File: config.mk
export PLATFORM = sky130hd
export DESIGN_NAME = asc_counter
export DESIGN_NICKNAME = d
export VERILOG_FILES = /design/src/pkg/asc_pkg.sv /design/src/asc_sync2.sv /design/src/asc_counter.sv
export SDC_FILE = /design/constraint.sdc
export NUM_CORES = 1
export LEC_CHECK = 0
export ABC_AREA = 1
export ABC_CLOCK_PERIOD_IN_PS = 2600
export BUFFER_PORTS_ARGS = -buffer_cell sky130_fd_sc_hd__buf_2
export CORE_ASPECT_RATIO = 1.1
export CORE_MARGIN = 5
export CORE_UTILIZATION = 54
export DETAILED_ROUTE_END_ITERATION = 8
export HOLD_SLACK_MARGIN = 0.12
export PLACE_DENSITY = 0.81
export SLEW_MARGIN = 20
export SYNTH_ARGS = -nofsm -noshare
export SYNTH_HDL_FRONTEND = slang
export SYNTH_HIERARCHICAL = 1
export SYNTH_SLANG_ARGS = --single-unit
File: constraint.sdc
create_clock -name sys_clk_in -period 2.6 [get_ports sys_clk_in]
set_input_delay 0.65 -clock sys_clk_in [delete_from_list [all_inputs] [get_ports sys_clk_in]]
set_output_delay 0.65 -clock sys_clk_in [all_outputs]
set_load 0.005 [all_outputs]
File: src/pkg/asc_pkg.sv
// Constants shared by the sixteen-bit asynchronous counter block.
// Assumes byte-wide register port with an eight-bit address.
package asc_pkg;
   // Register addresses
   localparam logic [7:0] ASC_ADDR_FLAG = 8'h0c;
   localparam logic [7:0] ASC_ADDR_CNT_LO = 8'h0e;
   localparam logic [7:0] ASC_ADDR_CNT_HI = 8'h0f;
   localparam logic [7:0] ASC_ADDR_CTL = 8'h10;
   localparam logic [7:0] ASC_ADDR_IRQ_EN = 8'h8c;
   // Control register fields
   localparam int ASC_CTL_RUN = 0;
   localparam int ASC_CTL_CS = 1;
   localparam int ASC_CTL_BYP = 2;
   localparam int ASC_CTL_OSC = 3;
   localparam int ASC_CTL_PS_LO = 4;
   localparam int ASC_CTL_PS_HI = 5;
   localparam int ASC_CTL_SYSCLK = 6;
   localparam logic [7:0] ASC_CTL_WMASK = 8'h3f;
   localparam logic [7:0] ASC_CTL_RESET = 8'h00;
   // Flag and enable registers
   localparam int ASC_FLAG_BIT = 0;
   localparam logic [6:0] ASC_PAD7 = 7'h00;
   localparam logic [7:0] ASC_RD_NONE = 8'h00;
   // Compare unit trigger mode
   localparam logic [3:0] ASC_CMP_SEVT = 4'hb;
   // Counter limits
   localparam logic [15:0] ASC_CNT_MAX = 16'hffff;
   localparam logic [15:0] ASC_CNT_ZERO = 16'h0000;
   localparam logic [2:0] ASC_PRE_ZERO = 3'h0;
   localparam logic [2:0] ASC_PRE_ONE = 3'h1;
   // Instruction clock is one quarter of the system clock
   localparam logic [1:0] ASC_IDIV_LAST = 2'h3;
   localparam logic [1:0] ASC_IDIV_ONE = 2'h1;
   // Synchroniser width: external clock pin and crystal input pin
   localparam int ASC_SYNC_W = 2;
endpackage

File: src/asc_sync2.sv
// Two-flop synchroniser for pins entering the system clock domain.
// Assumes the inputs are asynchronous levels; output is the second flop.
`timescale 1ns/1ps
`default_nettype none
module asc_sync2
#(
   parameter int WIDTH = 2
)
(
   input wire logic sys_clk_in,
   input wire logic [WIDTH-1:0] async_in,
   output logic [WIDTH-1:0] sync_out
);
   typedef struct packed
   {
      logic [WIDTH-1:0] meta;
      logic [WIDTH-1:0] stable;
   } asc_sync_state_t;

   asc_sync_state_t state_q;
   asc_sync_state_t state_d;

   // Meta flop feeds only the stable flop
   always_comb
   begin
      state_d = state_q;
      for (int i = 0; i < WIDTH; i++)
      begin
         state_d.meta[i] = async_in[i];
         state_d.stable[i] = state_q.meta[i];
      end
   end

   always_ff @(posedge sys_clk_in)
   begin
      state_q <= state_d;
   end

   assign sync_out = state_q.stable;
endmodule // asc_sync2
`default_nettype wire

File: src/asc_counter.sv
// Sixteen-bit timer/counter with prescaler, crystal driver and
// compare-trigger reset, reached over a byte-wide register port.
// Assumes the compare unit and converter sit outside on sys_clk_in.
`timescale 1ns/1ps
`default_nettype none
module asc_counter
(
   input wire logic sys_clk_in,
   input wire logic rst_in,
   input wire logic other_reset_in,
   input wire logic [7:0] addr_in,
   input wire logic [7:0] wdata_in,
   input wire logic wr_in,
   input wire logic rd_in,
   output logic [7:0] rdata_out,
   input wire logic ext_clk_in,
   input wire logic crystal_input_pin_in,
   output logic crystal_drive_pin_out,
   input wire logic sleep_in,
   input wire logic sysclk_from_osc_in,
   input wire logic [3:0] compare_mode_field_in,
   input wire logic [15:0] compare_value_in,
   input wire logic adc_enable_in,
   output logic adc_start_out,
   output logic [15:0] count_pair_out,
   output logic timebase_valid_out,
   output logic wake_irq_out
);
   import asc_pkg::*;

   typedef struct packed
   {
      logic [7:0] ctl;
      logic [15:0] cnt;
      logic [2:0] pre;
      logic ovf;
      logic ovf_en;
      logic armed;
      logic prev;
      logic [1:0] idiv;
      logic [7:0] rdata;
      logic drive;
      logic adc;
   } asc_state_t;

   asc_state_t state_q;
   asc_state_t state_d;

   logic [ASC_SYNC_W-1:0] pins_s;
   logic ext_s;
   logic xtal_s;
   logic run;
   logic cs;
   logic byp;
   logic osc_en;
   logic [1:0] ps;
   logic [2:0] ps_mask;
   logic src_lvl;
   logic rise;
   logic fall;
   logic async_mode;
   logic halt;
   logic tick;
   logic pre_hit;
   logic inc;
   logic trig;
   logic wr_lo;
   logic wr_hi;
   logic wr_cnt;
   logic wrap;

   // Pins pass two flops before anything looks at them
   asc_sync2 #(.WIDTH(ASC_SYNC_W)) u_sync
   (
      .sys_clk_in(sys_clk_in),
      .async_in({crystal_input_pin_in, ext_clk_in}),
      .sync_out(pins_s)
   );

   assign ext_s = pins_s[0];
   assign xtal_s = pins_s[1];

   assign run = state_q.ctl[ASC_CTL_RUN];
   assign cs = state_q.ctl[ASC_CTL_CS];
   assign byp = state_q.ctl[ASC_CTL_BYP];
   assign osc_en = state_q.ctl[ASC_CTL_OSC];
   assign ps = state_q.ctl[ASC_CTL_PS_HI:ASC_CTL_PS_LO];

   // Oscillator enable steers the count input to the crystal pin
   assign src_lvl = osc_en ? xtal_s : ext_s;
   assign rise = src_lvl & ~state_q.prev;
   assign fall = ~src_lvl & state_q.prev;

   // Bypass only matters in counter mode
   assign async_mode = cs & byp;

   // Sleep holds the count except with cs and byp both set; the
   // unsynchronised counter keeps going so it can wake the core
   assign halt = sleep_in & ~async_mode;

   // Quarter-rate instruction tick or armed rising pin edge
   assign tick = cs ? (rise & state_q.armed) : (state_q.idiv == ASC_IDIV_LAST);

   // Mask of prescaler bits that must be ones: 000,001,011,111
   assign ps_mask = {&ps, ps[1], |ps};
   assign pre_hit = (state_q.pre & ps_mask) == ps_mask;
   assign inc = run & tick & pre_hit & ~halt;

   // Compare match clears the count, making compare value the period
   assign trig = run & ~async_mode & (compare_mode_field_in == ASC_CMP_SEVT)
      & (state_q.cnt == compare_value_in);

   assign wr_lo = wr_in & (addr_in == ASC_ADDR_CNT_LO);
   assign wr_hi = wr_in & (addr_in == ASC_ADDR_CNT_HI);
   assign wr_cnt = wr_lo | wr_hi;
   assign wrap = inc & (state_q.cnt == ASC_CNT_MAX) & ~wr_cnt & ~trig;

   always_comb
   begin
      state_d = state_q;
      state_d.adc = 1'b0;
      state_d.rdata = ASC_RD_NONE;
      state_d.prev = src_lvl;
      state_d.idiv = 2'(state_q.idiv + ASC_IDIV_ONE);
      state_d.drive = osc_en & ~xtal_s;

      // Counting waits for a falling edge after each enable
      if (!run || !cs)
      begin
         state_d.armed = 1'b0;
      end
      else if (fall)
      begin
         state_d.armed = 1'b1;
      end

      // Prescaler keeps running through sleep
      if (run && tick)
      begin
         state_d.pre = pre_hit ? ASC_PRE_ZERO : 3'(state_q.pre + ASC_PRE_ONE);
      end

      // Write beats trigger, trigger beats increment
      if (wr_lo)
      begin
         state_d.cnt[7:0] = wdata_in;
      end
      else if (wr_hi)
      begin
         state_d.cnt[15:8] = wdata_in;
      end
      else if (trig)
      begin
         state_d.cnt = ASC_CNT_ZERO;
      end
      else if (inc)
      begin
         state_d.cnt = 16'(state_q.cnt + 16'h0001);
      end
      if (wr_cnt)
      begin
         state_d.pre = ASC_PRE_ZERO;
      end

      if (trig && adc_enable_in)
      begin
         state_d.adc = 1'b1;
      end

      if (wr_in && addr_in == ASC_ADDR_CTL)
      begin
         state_d.ctl = wdata_in & ASC_CTL_WMASK;
      end
      if (wr_in && addr_in == ASC_ADDR_IRQ_EN)
      begin
         state_d.ovf_en = wdata_in[ASC_FLAG_BIT];
      end
      if (wr_in && addr_in == ASC_ADDR_FLAG)
      begin
         state_d.ovf = wdata_in[ASC_FLAG_BIT];
      end
      // A wrap in the clearing cycle still lands
      if (wrap)
      begin
         state_d.ovf = 1'b1;
      end

      // Reads come from one clocked copy, so a byte is never torn
      if (rd_in)
      begin
         if (addr_in == ASC_ADDR_CNT_LO)
         begin
            state_d.rdata = state_q.cnt[7:0];
         end
         else if (addr_in == ASC_ADDR_CNT_HI)
         begin
            state_d.rdata = state_q.cnt[15:8];
         end
         else if (addr_in == ASC_ADDR_CTL)
         begin
            state_d.rdata = state_q.ctl;
            state_d.rdata[ASC_CTL_SYSCLK] = sysclk_from_osc_in;
         end
         else if (addr_in == ASC_ADDR_FLAG)
         begin
            state_d.rdata = {ASC_PAD7, state_q.ovf};
         end
         else if (addr_in == ASC_ADDR_IRQ_EN)
         begin
            state_d.rdata = {ASC_PAD7, state_q.ovf_en};
         end
         else
         begin
            state_d.rdata = ASC_RD_NONE;
         end
      end

      // Count bytes are left alone by every reset
      if (rst_in || other_reset_in)
      begin
         state_d.pre = ASC_PRE_ZERO;
         state_d.armed = 1'b0;
         state_d.ovf = 1'b0;
         state_d.ovf_en = 1'b0;
         state_d.adc = 1'b0;
         state_d.rdata = ASC_RD_NONE;
         state_d.drive = 1'b0;
         state_d.cnt = state_q.cnt;
      end
      if (rst_in)
      begin
         state_d.ctl = ASC_CTL_RESET;
         state_d.idiv = ASC_PRE_ZERO[1:0];
         state_d.prev = 1'b0;
      end
   end

   always_ff @(posedge sys_clk_in)
   begin
      state_q <= state_d;
   end

   assign rdata_out = state_q.rdata;
   assign crystal_drive_pin_out = state_q.drive;
   assign adc_start_out = state_q.adc;
   assign count_pair_out = state_q.cnt;
   // Capture and compare must ignore the count while unsynchronised
   assign timebase_valid_out = ~async_mode;
   assign wake_irq_out = state_q.ovf & state_q.ovf_en;
endmodule // asc_counter
`default_nettype wire

==> qor.yml, run 1 <==
wl_met2_um: 3916
rsz0062_at_grt: "false"
avgViaCountPerCell: 5.256
power_density_nw_per_um2: 390.8
max_stage_delay_ns: 0.46
ant_nets: 0
crit_fanout: 12
synth_top_family_by_area: "simple AND/OR/NAND/NOR gates"
outcome: "finished, final reports clean"
path_cells: "inv_1, nand2_1, nand2_1, nor2_1, nand3_1, nor2_1, nand2_2, nand2_1, nand2_1, a21oi_1, buf_4"
grt_pass1_vias: 2800
switchingPower_uw: 311.6
grt_max_degree: 16
die_h_um: 87.08
synth_nets: 470
p_comb_share_pct: 8.5
worst_slack_ns: 0.5852
antenna_cells: 0
fp.dieW_um: 80.07
drtPass1Iterations: 5
via_count: 2891
clk_pin_slew_ns: 0.08
numCtsBuffers: 5
start_util_pct: 54.77
antenna_found_initial: 0
io_buffers: 73
fmax_mhz: 496.3
tightest_slew_ns: 0.4813
ys.flop_type: "dfxtp_1"
fp-row-count: 28
top_level_ports: 74
yosysMostFrequentCell: "nand2_1"
met3_length_um: 615
routed.top_layer: "met4"
drv_slew: 0
area_delta_synth_final_pct: 12.10
p_clk_share_pct: 34.1
worstSetupPathType: "flop to flop"
cts_tree: "yes"
fin_nets: 523
synth_top_cell_area_share_pct: 19.91
dp_hpwl_um: 6471
avgSynthCellArea_um2: 6.928
fin_crit_ns: 2.015
synth_xor_area_share_pct: 2.703
grt.overflow.total: 0
p_leak_nw: 1.673
fin_crit_sh_pct: 77.49
fin_setup_tns_ns: 0
yosysTopAreaCell: "dfxtp_1"
crit_path_frequent_cell: "nand2_1"
yosysWarnings: 6
clk_path_buf_depth: 2
fin_worst_skew_ns: 0.006516
seq_area_frac_synth_pct: 36.38
synth_compound_area_share_pct: 10.60
clock_latency_ns: 0.30
hp-class: "flop to flop"
synthTopCellsByCount: "nand2_1 (104), inv_1 (67), nor2_1 (35)"
routed_wl_um: 7992
synth_edf_count: 16
numClockSinks: 45
final-setup-viol-count: 0
seqPwrFrac_pct: 57.4
placed_area_um2: 3184
cts_hold_buf: 0
wl_per_cell_um: 14.53
grtUsageTotal_pct: 23.58
required_ns: 2.61
cp_slowest_cell: "edfxtp_1"
synthDistinctLibCells: 34
dp_slack_ns: 0.4033
cts_resized: 0
synthMuxAreaShare_pct: 0.3432
core_um2: 5325
htreeDepth: 2
ir_worst_vdd_mv: 0.3590
start_kind: "flop"
drt-initial-drc-count: 194
synth-simple-area-share_pct: 31.96
root_buffer: "clkbuf_8"
drive_gt1_share_pct: 21.26
cts_setup_buffers: 0
yosys_register_bits: 45
die_area_um2: 6973
synth_cells: 421
drc: 0
max_slew_margin_pct: 67.62
async_flop_share_pct: 0
p_total_mw: 1.278
synth_area_leaders: "dfxtp_1 (20%), edfxtp_1 (16%), nand2_1 (13%)"
grt_pass1_wl_um: 12790
endpoint_kind: "flop"
drv_cap: 0
worst_ep_arrival_time_ns: 2.03
hold_viol_final: 0
synth_area_um2: 2917
path_delay_family: "simple AND/OR/NAND/NOR gates"
stdcell_area_um2: 3269
yosys.area_share.adder_pct: 1.287
path_buf_inv: 2
internal_power_uw: 966.2
place_congestion: 0.9320
m1WireLength_um: 3216
switching_share_pct: 24.39
[path summary, 6_finish.rpt]
| kind | cells after the start | startpoint | slack [ns] | endpoint |
|---|---|---|---|---|
| max | 11 | count_pair_out[10] | 0.59 | count_pair_out[0] |
| min | 0 | u_sync/state_d[1] | 0.33 | u_sync/sync_out[1] |
| max reg2reg | 11 | count_pair_out[10] | 0.59 | count_pair_out[0] |
| min reg2reg | 0 | u_sync/state_d[1] | 0.33 | u_sync/sync_out[1] |
[per-layer routing]
metal  global-route usage (%)  vias up
met5                        0        -
met4                    9.831        0
met3                    3.830       18
met2                    40.96      133
met1                    28.76     1296
li1                         -     1444
[logic make-up after synthesis]
kind of cell,count (synthesis)
xor+xnor,9
fa+ha+maj,3
buf+inv,102
compound gates,56
mux,1
simple gates,205
flops,45
[final cells by class]
type / count / area, µm²
Sequential cell: 45 / 1061
Clock buffer: 6 / 72.57
Multi-Input combinational cell: 274 / 1368
Tap cell: 75 / 93.84
Fill cell: 508 / 2056
Timing Repair Buffer: 77 / 395.4
Inverter: 71 / 266.5
Clock inverter: 2 / 12.51
[registers in the layout, summed over array words and instances (netlist names), 2 cells and up]
signal / flops
u_sync/sync_out: 2
u_sync/state_d: 2
state_q: 9
rdata_out: 8
count_pair_out: 16
ps: 2
[power by group through the flow]
stage / logic [mW] / registers [mW] / clock network [mW]
floorplan: 0.0523 / 0.748 / 0
global placement: 0.105 / 0.749 / 0
detailed placement: 0.107 / 0.749 / 0
CTS: 0.108 / 0.733 / 0.439
global route: 0.123 / 0.734 / 0.469
finish: 0.109 / 0.733 / 0.436
[cell usage in the layout, fill, tap and decap left out, types with 2 or more instances in the layout]
cell | Yosys | routed
a211oi_1 | 6 | 6
a21oi_1 | 19 | 19
buf_2 | 2 | 73
buf_4 | 25 | 4
clkbuf_8 | 0 | 5
dfxtp_1 | 29 | 29
edfxtp_1 | 16 | 16
ha_1 | 3 | 3
inv_1 | 67 | 67
inv_2 | 4 | 4
inv_4 | 0 | 2
nand2_1 | 104 | 104
nand2_2 | 4 | 4
nand3_1 | 26 | 26
nand3_2 | 3 | 3
nand3b_1 | 3 | 3
nand4_1 | 11 | 11
nor2_1 | 35 | 35
nor2_2 | 2 | 2
nor3_1 | 8 | 8
nor3_2 | 2 | 2
nor3b_1 | 2 | 2
nor4_1 | 3 | 3
o21ai_0 | 15 | 15
o21ai_1 | 7 | 7
o22ai_1 | 7 | 7
xor2_1 | 8 | 8
[stage by stage]
step	hold slack, ns	cells	utilization (%)
CTS	0.3370	550	61.40
finish	0.3337	550	61.40
global placement	0.3131	542	59.80
floorplan	0.3096	421	-
global route	0.3507	550	61.40
detailed placement	0.3174	542	59.80
Note: power is estimated with default switching activity, not from simulation.
==> run 2, diff against run 1 <==
- ABC_CLOCK_PERIOD_IN_PS: 2600 -> 1900
- clock period: 2.6 -> 1.9 ns (I/O delays scaled with it)
==> qor.yml, run 2 (synthesis gave the netlist of run 1 again) <==
clock_latency_ns: 0.30  # about the same
ff2ff_setup_slack_ns: 0.08  # was 0.59 ns
path_cells: "nand2_1, nand2_1, nor2_1, nand3_1, nor2_2, nand2_2, nand2_1, nand2_1, a21oi_2, buf_4"  # was inv_1, nand2_1, nand2_1, nor2_1, nand3_1, nor2_1, nand2_2, nand2_1, nand2_1, a21oi_1, buf_4
core_um2: 5325  # unchanged
routed_wl_um: 8449  # was 7992 µm
start_kind: "flop"  # unchanged
numCtsBuffers: 5  # unchanged
p_total_mw: 1.893  # was 1.278 mW
htreeDepth: 2  # unchanged
numClockSinks: 45  # unchanged
worstSetupPathType: "flop to flop"  # unchanged
r2r_cells: 10  # was 11
required_ns: 1.93  # was 2.61 ns
max_stage_delay_ns: 0.45  # was 0.46 ns
start_util_pct: 54.77  # unchanged
final-setup-viol-count: 0  # unchanged
wl_met2_um: 4170  # was 3916 µm
die_h_um: 87.08  # unchanged
largest_register_ffs: 16  # unchanged
num-fill-cells: 481  # was 508
cts_hold_buf: 0  # unchanged
avgViaCountPerCell: 5.153  # was 5.256
area_delta_synth_final_pct: 25.57  # was 12.10%
fp-row-count: 28  # unchanged
top_level_ports: 74  # unchanged
drtPass1Iterations: 5  # unchanged
power_density_nw_per_um2: 516.9  # was 390.8 nW/µm²
fmax_mhz: 548.1  # was 496.3 MHz
fin_crit_sh_pct: 96.02  # was 77.49%
fin_setup_tns_ns: 0  # unchanged
drt-initial-drc-count: 374  # was 194
drv_cap: 0  # unchanged
outcome: "finished, final reports clean"  # unchanged
m1WireLength_um: 3366  # was 3216 µm
root_buffer: "clkbuf_8"  # unchanged
routed.top_layer: "met4"  # unchanged
worst_ep_arrival_time_ns: 1.85  # was 2.03 ns
drc: 0  # unchanged
rsz0062_at_grt: "true"  # was false
placed_area_um2: 3383  # was 3184 µm²
hp-class: "primary input to flop"  # was flop to flop
grt_pass1_vias: 2801  # was 2,800
antenna_found_initial: 0  # unchanged
hold_depth: 1  # was 0
fin_nets: 563  # was 523
met3_length_um: 736  # was 615 µm
grtUsageTotal_pct: 23.81  # was 23.58%
crit_path_frequent_cell: "nand2_1"  # unchanged
hold_ws_ns: 0.2642  # was 0.3337 ns
wl_per_cell_um: 14.32  # was 14.53 µm
post-route-util_pct: 68.77  # was 61.40%
antenna_cells: 0  # unchanged
grt.overflow.total: 0  # unchanged
fin_worst_skew_ns: 0.01280  # was 0.006516 ns
min_to: "u_sync/state_d[1]"  # was u_sync/sync_out[1]
r2r_start: "count_pair_out[2]"  # was count_pair_out[10]
fp.dieW_um: 80.07  # unchanged
grt_pass1_wl_um: 12850  # was 12,790 µm
tightest_slew_ns: 0.5134  # was 0.4813 ns
crit_fanout: 4  # was 12
clk_path_buf_depth: 2  # unchanged
place_congestion: 0.9439  # was 0.9320
die_area_um2: 6973  # unchanged
final_common_cell: "nand2_1"  # unchanged
p_leak_nw: 1.870  # was 1.673 nW
cts_tree: "yes"  # unchanged
ant_nets: 0  # unchanged
grt_max_degree: 15  # was 16
endpoint_kind: "flop"  # unchanged
clk_pin_slew_ns: 0.09  # was 0.08 ns
ir_worst_vdd_mv: 0.5519  # was 0.3590 mV
worstHoldStart: "crystal_input_pin_in"  # was u_sync/state_d[1]
cp_slowest_cell: "edfxtp_1"  # unchanged
io_buffers: 73  # unchanged
dp_hpwl_um: 6596  # was 6471 µm
max_slew_margin_pct: 65.46  # was 67.62%
fin_crit_ns: 1.824  # was 2.015 ns
final_cell_mix: "nand2_1 (95), buf_2 (73), inv_1 (61)"  # was nand2_1 (104), buf_2 (73), inv_1 (67)
drv_slew: 0  # unchanged
via_count: 3040  # was 2,891
stdcell_area_um2: 3662  # was 3269 µm²
reg2reg_to: "count_pair_out[6]"  # was count_pair_out[0]
hold_viol_final: 0  # unchanged
drive_gt1_share_pct: 31.84  # was 21.26%
run 2: area by class of cell:
cell class,instances,area [µm²],share of cell area (%)
inverter,71,266.5,7.277
sequential,45,1061,28.97
timing repair buffer,117,699.4,19.10
tap,75,93.84,2.562
clock inverter,2,38.79,1.059
clock buffer,6,72.57,1.982
multi-input combinational,274,1430,39.05
run 2: stage by stage:
| stage | std cells | setup slack (ns) |
|---|---|---|
| final | 590 | 0.07564 |
| after global routing | 590 | -0.04367 |
| after CTS | 576 | 0.08744 |
| after detailed placement | 568 | -0.01245 |
| after global placement | 568 | 0.0005334 |
| after floorplan | 421 | 0.08663 |
run 2: where the power goes:
part	switching [mW]	internal [mW]
Sequential	0.00372	0.999
Clock	0.336	0.395
Combinational	0.0934	0.0658
run 2: what timing repair did:
item / CTS / global route
endpoints found under the setup margin: 0 / 14
resized for setup: 0 / 25
buffers inserted: 0 / 14
hold endpoints to repair: 0 / 0
run 2: per-layer routing:
layer	vias up	GRT usage, %
met5	-	0
met1	1363	29.75
met3	17	4.555
li1	1519	-
met4	0	7.834
met2	141	41.11
run 2: worst max-delay path: cells and delay by family, from the launching register on:
kind	cells	cell delay, ns
buffers and inverters	1	0.15
DFF	1	0.45
AOI/OAI and AO/OA	1	0.17
and+or+nand+nor	8	0.76
run 2: worst max path at each step:
stage	slack, ns	cells past startpoint	endpoint	start
CTS	0.09	11	count_pair_out[5]	count_pair_out[3]
global placement	0.0005	9	count_pair_out[2]	compare_value_in[12]
finish	0.08	10	count_pair_out[6]	count_pair_out[2]
floorplan	0.09	5	count_pair_out[0]	addr_in[3]
detailed placement	-0.01	9	count_pair_out[1]	compare_value_in[12]
global route	-0.04	10	count_pair_out[7]	count_pair_out[2]
==> run 3, diff against run 2 <==
- GPL_TIMING_DRIVEN: unset -> 0
==> qor.yml, run 3 (synthesis gave the netlist of run 1 again) <==
outcome: "finished, violations left"  # was finished, final reports clean
failed_checks: "negative setup slack"
drtPass1Iterations: 4  # was 5
final-setup-viol-count: 3  # was 0
antenna_found_initial: 0  # unchanged
crit_end: "count_pair_out[2]"  # was count_pair_out[6]
wl_per_cell_um: 14.35  # was 14.32 µm
numClockSinks: 45  # unchanged
ff2ff_setup_slack_ns: -0.002  # was 0.08 ns
dp_slack_ns: -0.3707  # was -0.01245 ns
required_ns: 1.93  # about the same
fp.dieW_um: 80.07  # unchanged
worst_ep_arrival_time_ns: 1.93  # was 1.85 ns
grt.overflow.total: 0  # unchanged
fin_worst_skew_ns: 0.01269  # was 0.01280 ns
grt_pass1_wl_um: 13320  # was 12,850 µm
placedCellCount: 567  # was 568
dp_hpwl_um: 6636  # was 6596 µm
worstSetupStartpoint: "count_pair_out[1]"  # was count_pair_out[2]
seqPwrFrac_pct: 56.6  # was 53.0%
power_density_nw_per_um2: 465.5  # was 516.9 nW/µm²
cts_hold_buf: 0  # unchanged
via_count: 3134  # was 3,040
drv_slew: 0  # unchanged
area_delta_synth_final_pct: 30.50  # was 25.57%
rsz0062_at_grt: "true"  # unchanged
fmax_mhz: 525.8  # was 548.1 MHz
fin_setup_tns_ns: -0.005539  # was 0 ns
numCtsBuffers: 5  # unchanged
io_buffers: 71  # was 73
fin_nets: 585  # was 563
grtUsageTotal_pct: 24.70  # was 23.81%
max_slew_margin_pct: 65.42  # was 65.46%
antenna_cells: 0  # unchanged
htreeDepth: 2  # unchanged
die_h_um: 87.08  # unchanged
clk_path_buf_depth: 2  # unchanged
drc: 0  # unchanged
tightest_slew_ns: 0.5168  # was 0.5134 ns
worstSetupPathType: "flop to flop"  # unchanged
reg2reg_to: "count_pair_out[2]"  # was count_pair_out[6]
internal_power_mw: 1.321  # was 1.460 mW
die_area_um2: 6973  # unchanged
place_congestion: 0.8979  # was 0.9439
avgViaCountPerCell: 5.121  # was 5.153
p_leak_nw: 1.969  # was 1.870 nW
drive_gt1_share_pct: 32.59  # was 31.84%
register_area_um2: 1064  # was 1061 µm²
clk_pin_slew_ns: 0.09  # about the same
cts_tree: "yes"  # unchanged
fp-row-count: 28  # unchanged
drt-initial-drc-count: 197  # was 374
fin_cells: 612  # was 590
final_common_cell: "nand2_1"  # unchanged
clock_latency_ns: 0.31  # was 0.30 ns
fin_crit_ns: 1.902  # was 1.824 ns
final_cell_mix: "nand2_1 (99), buf_2 (73), inv_1 (65)"  # was nand2_1 (95), buf_2 (73), inv_1 (61)
switchingPower_uw: 450.6  # was 432.8 µW
p_clk_share_pct: 34.8  # was 38.6%
multi_input_area_um2: 1414  # was 1430 µm²
routed_wl_um: 8785  # was 8449 µm
hold_depth: 1  # unchanged
largest_register_ffs: 16  # unchanged
r2r_start: "count_pair_out[1]"  # was count_pair_out[2]
p_comb_share_pct: 8.6  # was 8.4%
root_buffer: "clkbuf_8"  # unchanged
switching_share_pct: 25.43  # was 22.87%
r2r_cells: 11  # was 10
hp-class: "primary input to flop"  # unchanged
top_level_ports: 74  # unchanged
hold_viol_final: 0  # unchanged
post-route-util_pct: 71.48  # was 68.77%
ir_worst_vdd_mv: 0.5371  # was 0.5519 mV
crit_fanout: 8  # was 4
worst_slack_ns: -0.002006  # was 0.07564 ns
start_kind: "flop"  # unchanged
core_um2: 5325  # unchanged
worstHoldStart: "ext_clk_in"  # was crystal_input_pin_in
num-fill-cells: 446  # was 481
grt_max_degree: 16  # was 15
ant_nets: 0  # unchanged
start_util_pct: 54.77  # unchanged
drv_cap: 0  # unchanged
fin_crit_sh_pct: 100.1  # was 96.02%
endpoint_kind: "flop"  # unchanged
grt_pass1_vias: 2898  # was 2,801
[run 3: changes by cell type in the layout (fill, tap and decap cells not counted), sizes merged]
cell / delta
clkinvlp: +1
clkbuf: +1
bufinv: -1
clkinv: +1
buf: +20
[run 3: final cells by class]
cell class | count | area share, %
flip-flops and latches | 45 | 27.94
repair buffers | 109 | 17.26
clock inverters | 3 | 0.5588
inverters | 71 | 7.133
plain buffers | 30 | 5.687
multi-input cells | 274 | 37.15
clock buffers | 5 | 1.808
well taps | 75 | 2.465
[run 3: through the flow]
stage | power, mW | area [µm²] | hold WS [ns]
2_1_floorplan | 1.096 | 2920 | 0.3096
3_3_place_gp | 1.167 | 3369 | 0.3135
3_5_place_dp | 1.171 | 3369 | 0.3178
4_1_cts | 1.772 | 3522 | 0.2668
5_1_grt | 1.849 | 3806 | 0.2658
6_report | 1.772 | 3806 | 0.2712
[run 3: power groups by stage]
stage / combinational, mW / clock [mW] / sequential [mW]
after floorplan: 0.0717 / 0 / 1.02
after global placement: 0.142 / 0 / 1.02
after detailed placement: 0.146 / 0 / 1.03
after CTS: 0.148 / 0.621 / 1.00
after global routing: 0.171 / 0.673 / 1.00
final: 0.152 / 0.617 / 1.00
[run 3: how the worst min path moves through the flow]
stage	endpoint	slack [ns]
floorplan	u_sync/sync_out[0]	0.31
global placement	u_sync/sync_out[1]	0.31
finish	u_sync/state_d[0]	0.27
global route	u_sync/state_d[0]	0.27
CTS	u_sync/state_d[0]	0.27
detailed placement	u_sync/sync_out[0]	0.32
[run 3: what timing repair did]
item	in CTS	in global routing
setup buffers	5	33
resized for setup	4	14
pin swaps	1	10
setup endpoints to repair	16	18
gates cloned	0	0
[run 3: critical path, cell delays in order, from the launching register on]
cell and delay (ns):
edfxtp_1 0.46, inv_1 0.12, nand2_1 0.09, nand2_1 0.05
nor2_1 0.10, nand3_1 0.10, nor2_2 0.13, nand2_2 0.11
nand2_2 0.10, nand2_2 0.07, a21oi_4 0.15, buf_12 0.14
[run 3: layer usage]
layer  up-vias  track usage [%]  wire (µm)
li1       1568                -          -
met1      1416            29.73       3502
met2       130            42.32       4391
met3        20            4.762        639
met4         0            11.37        252
met5         -                0          0
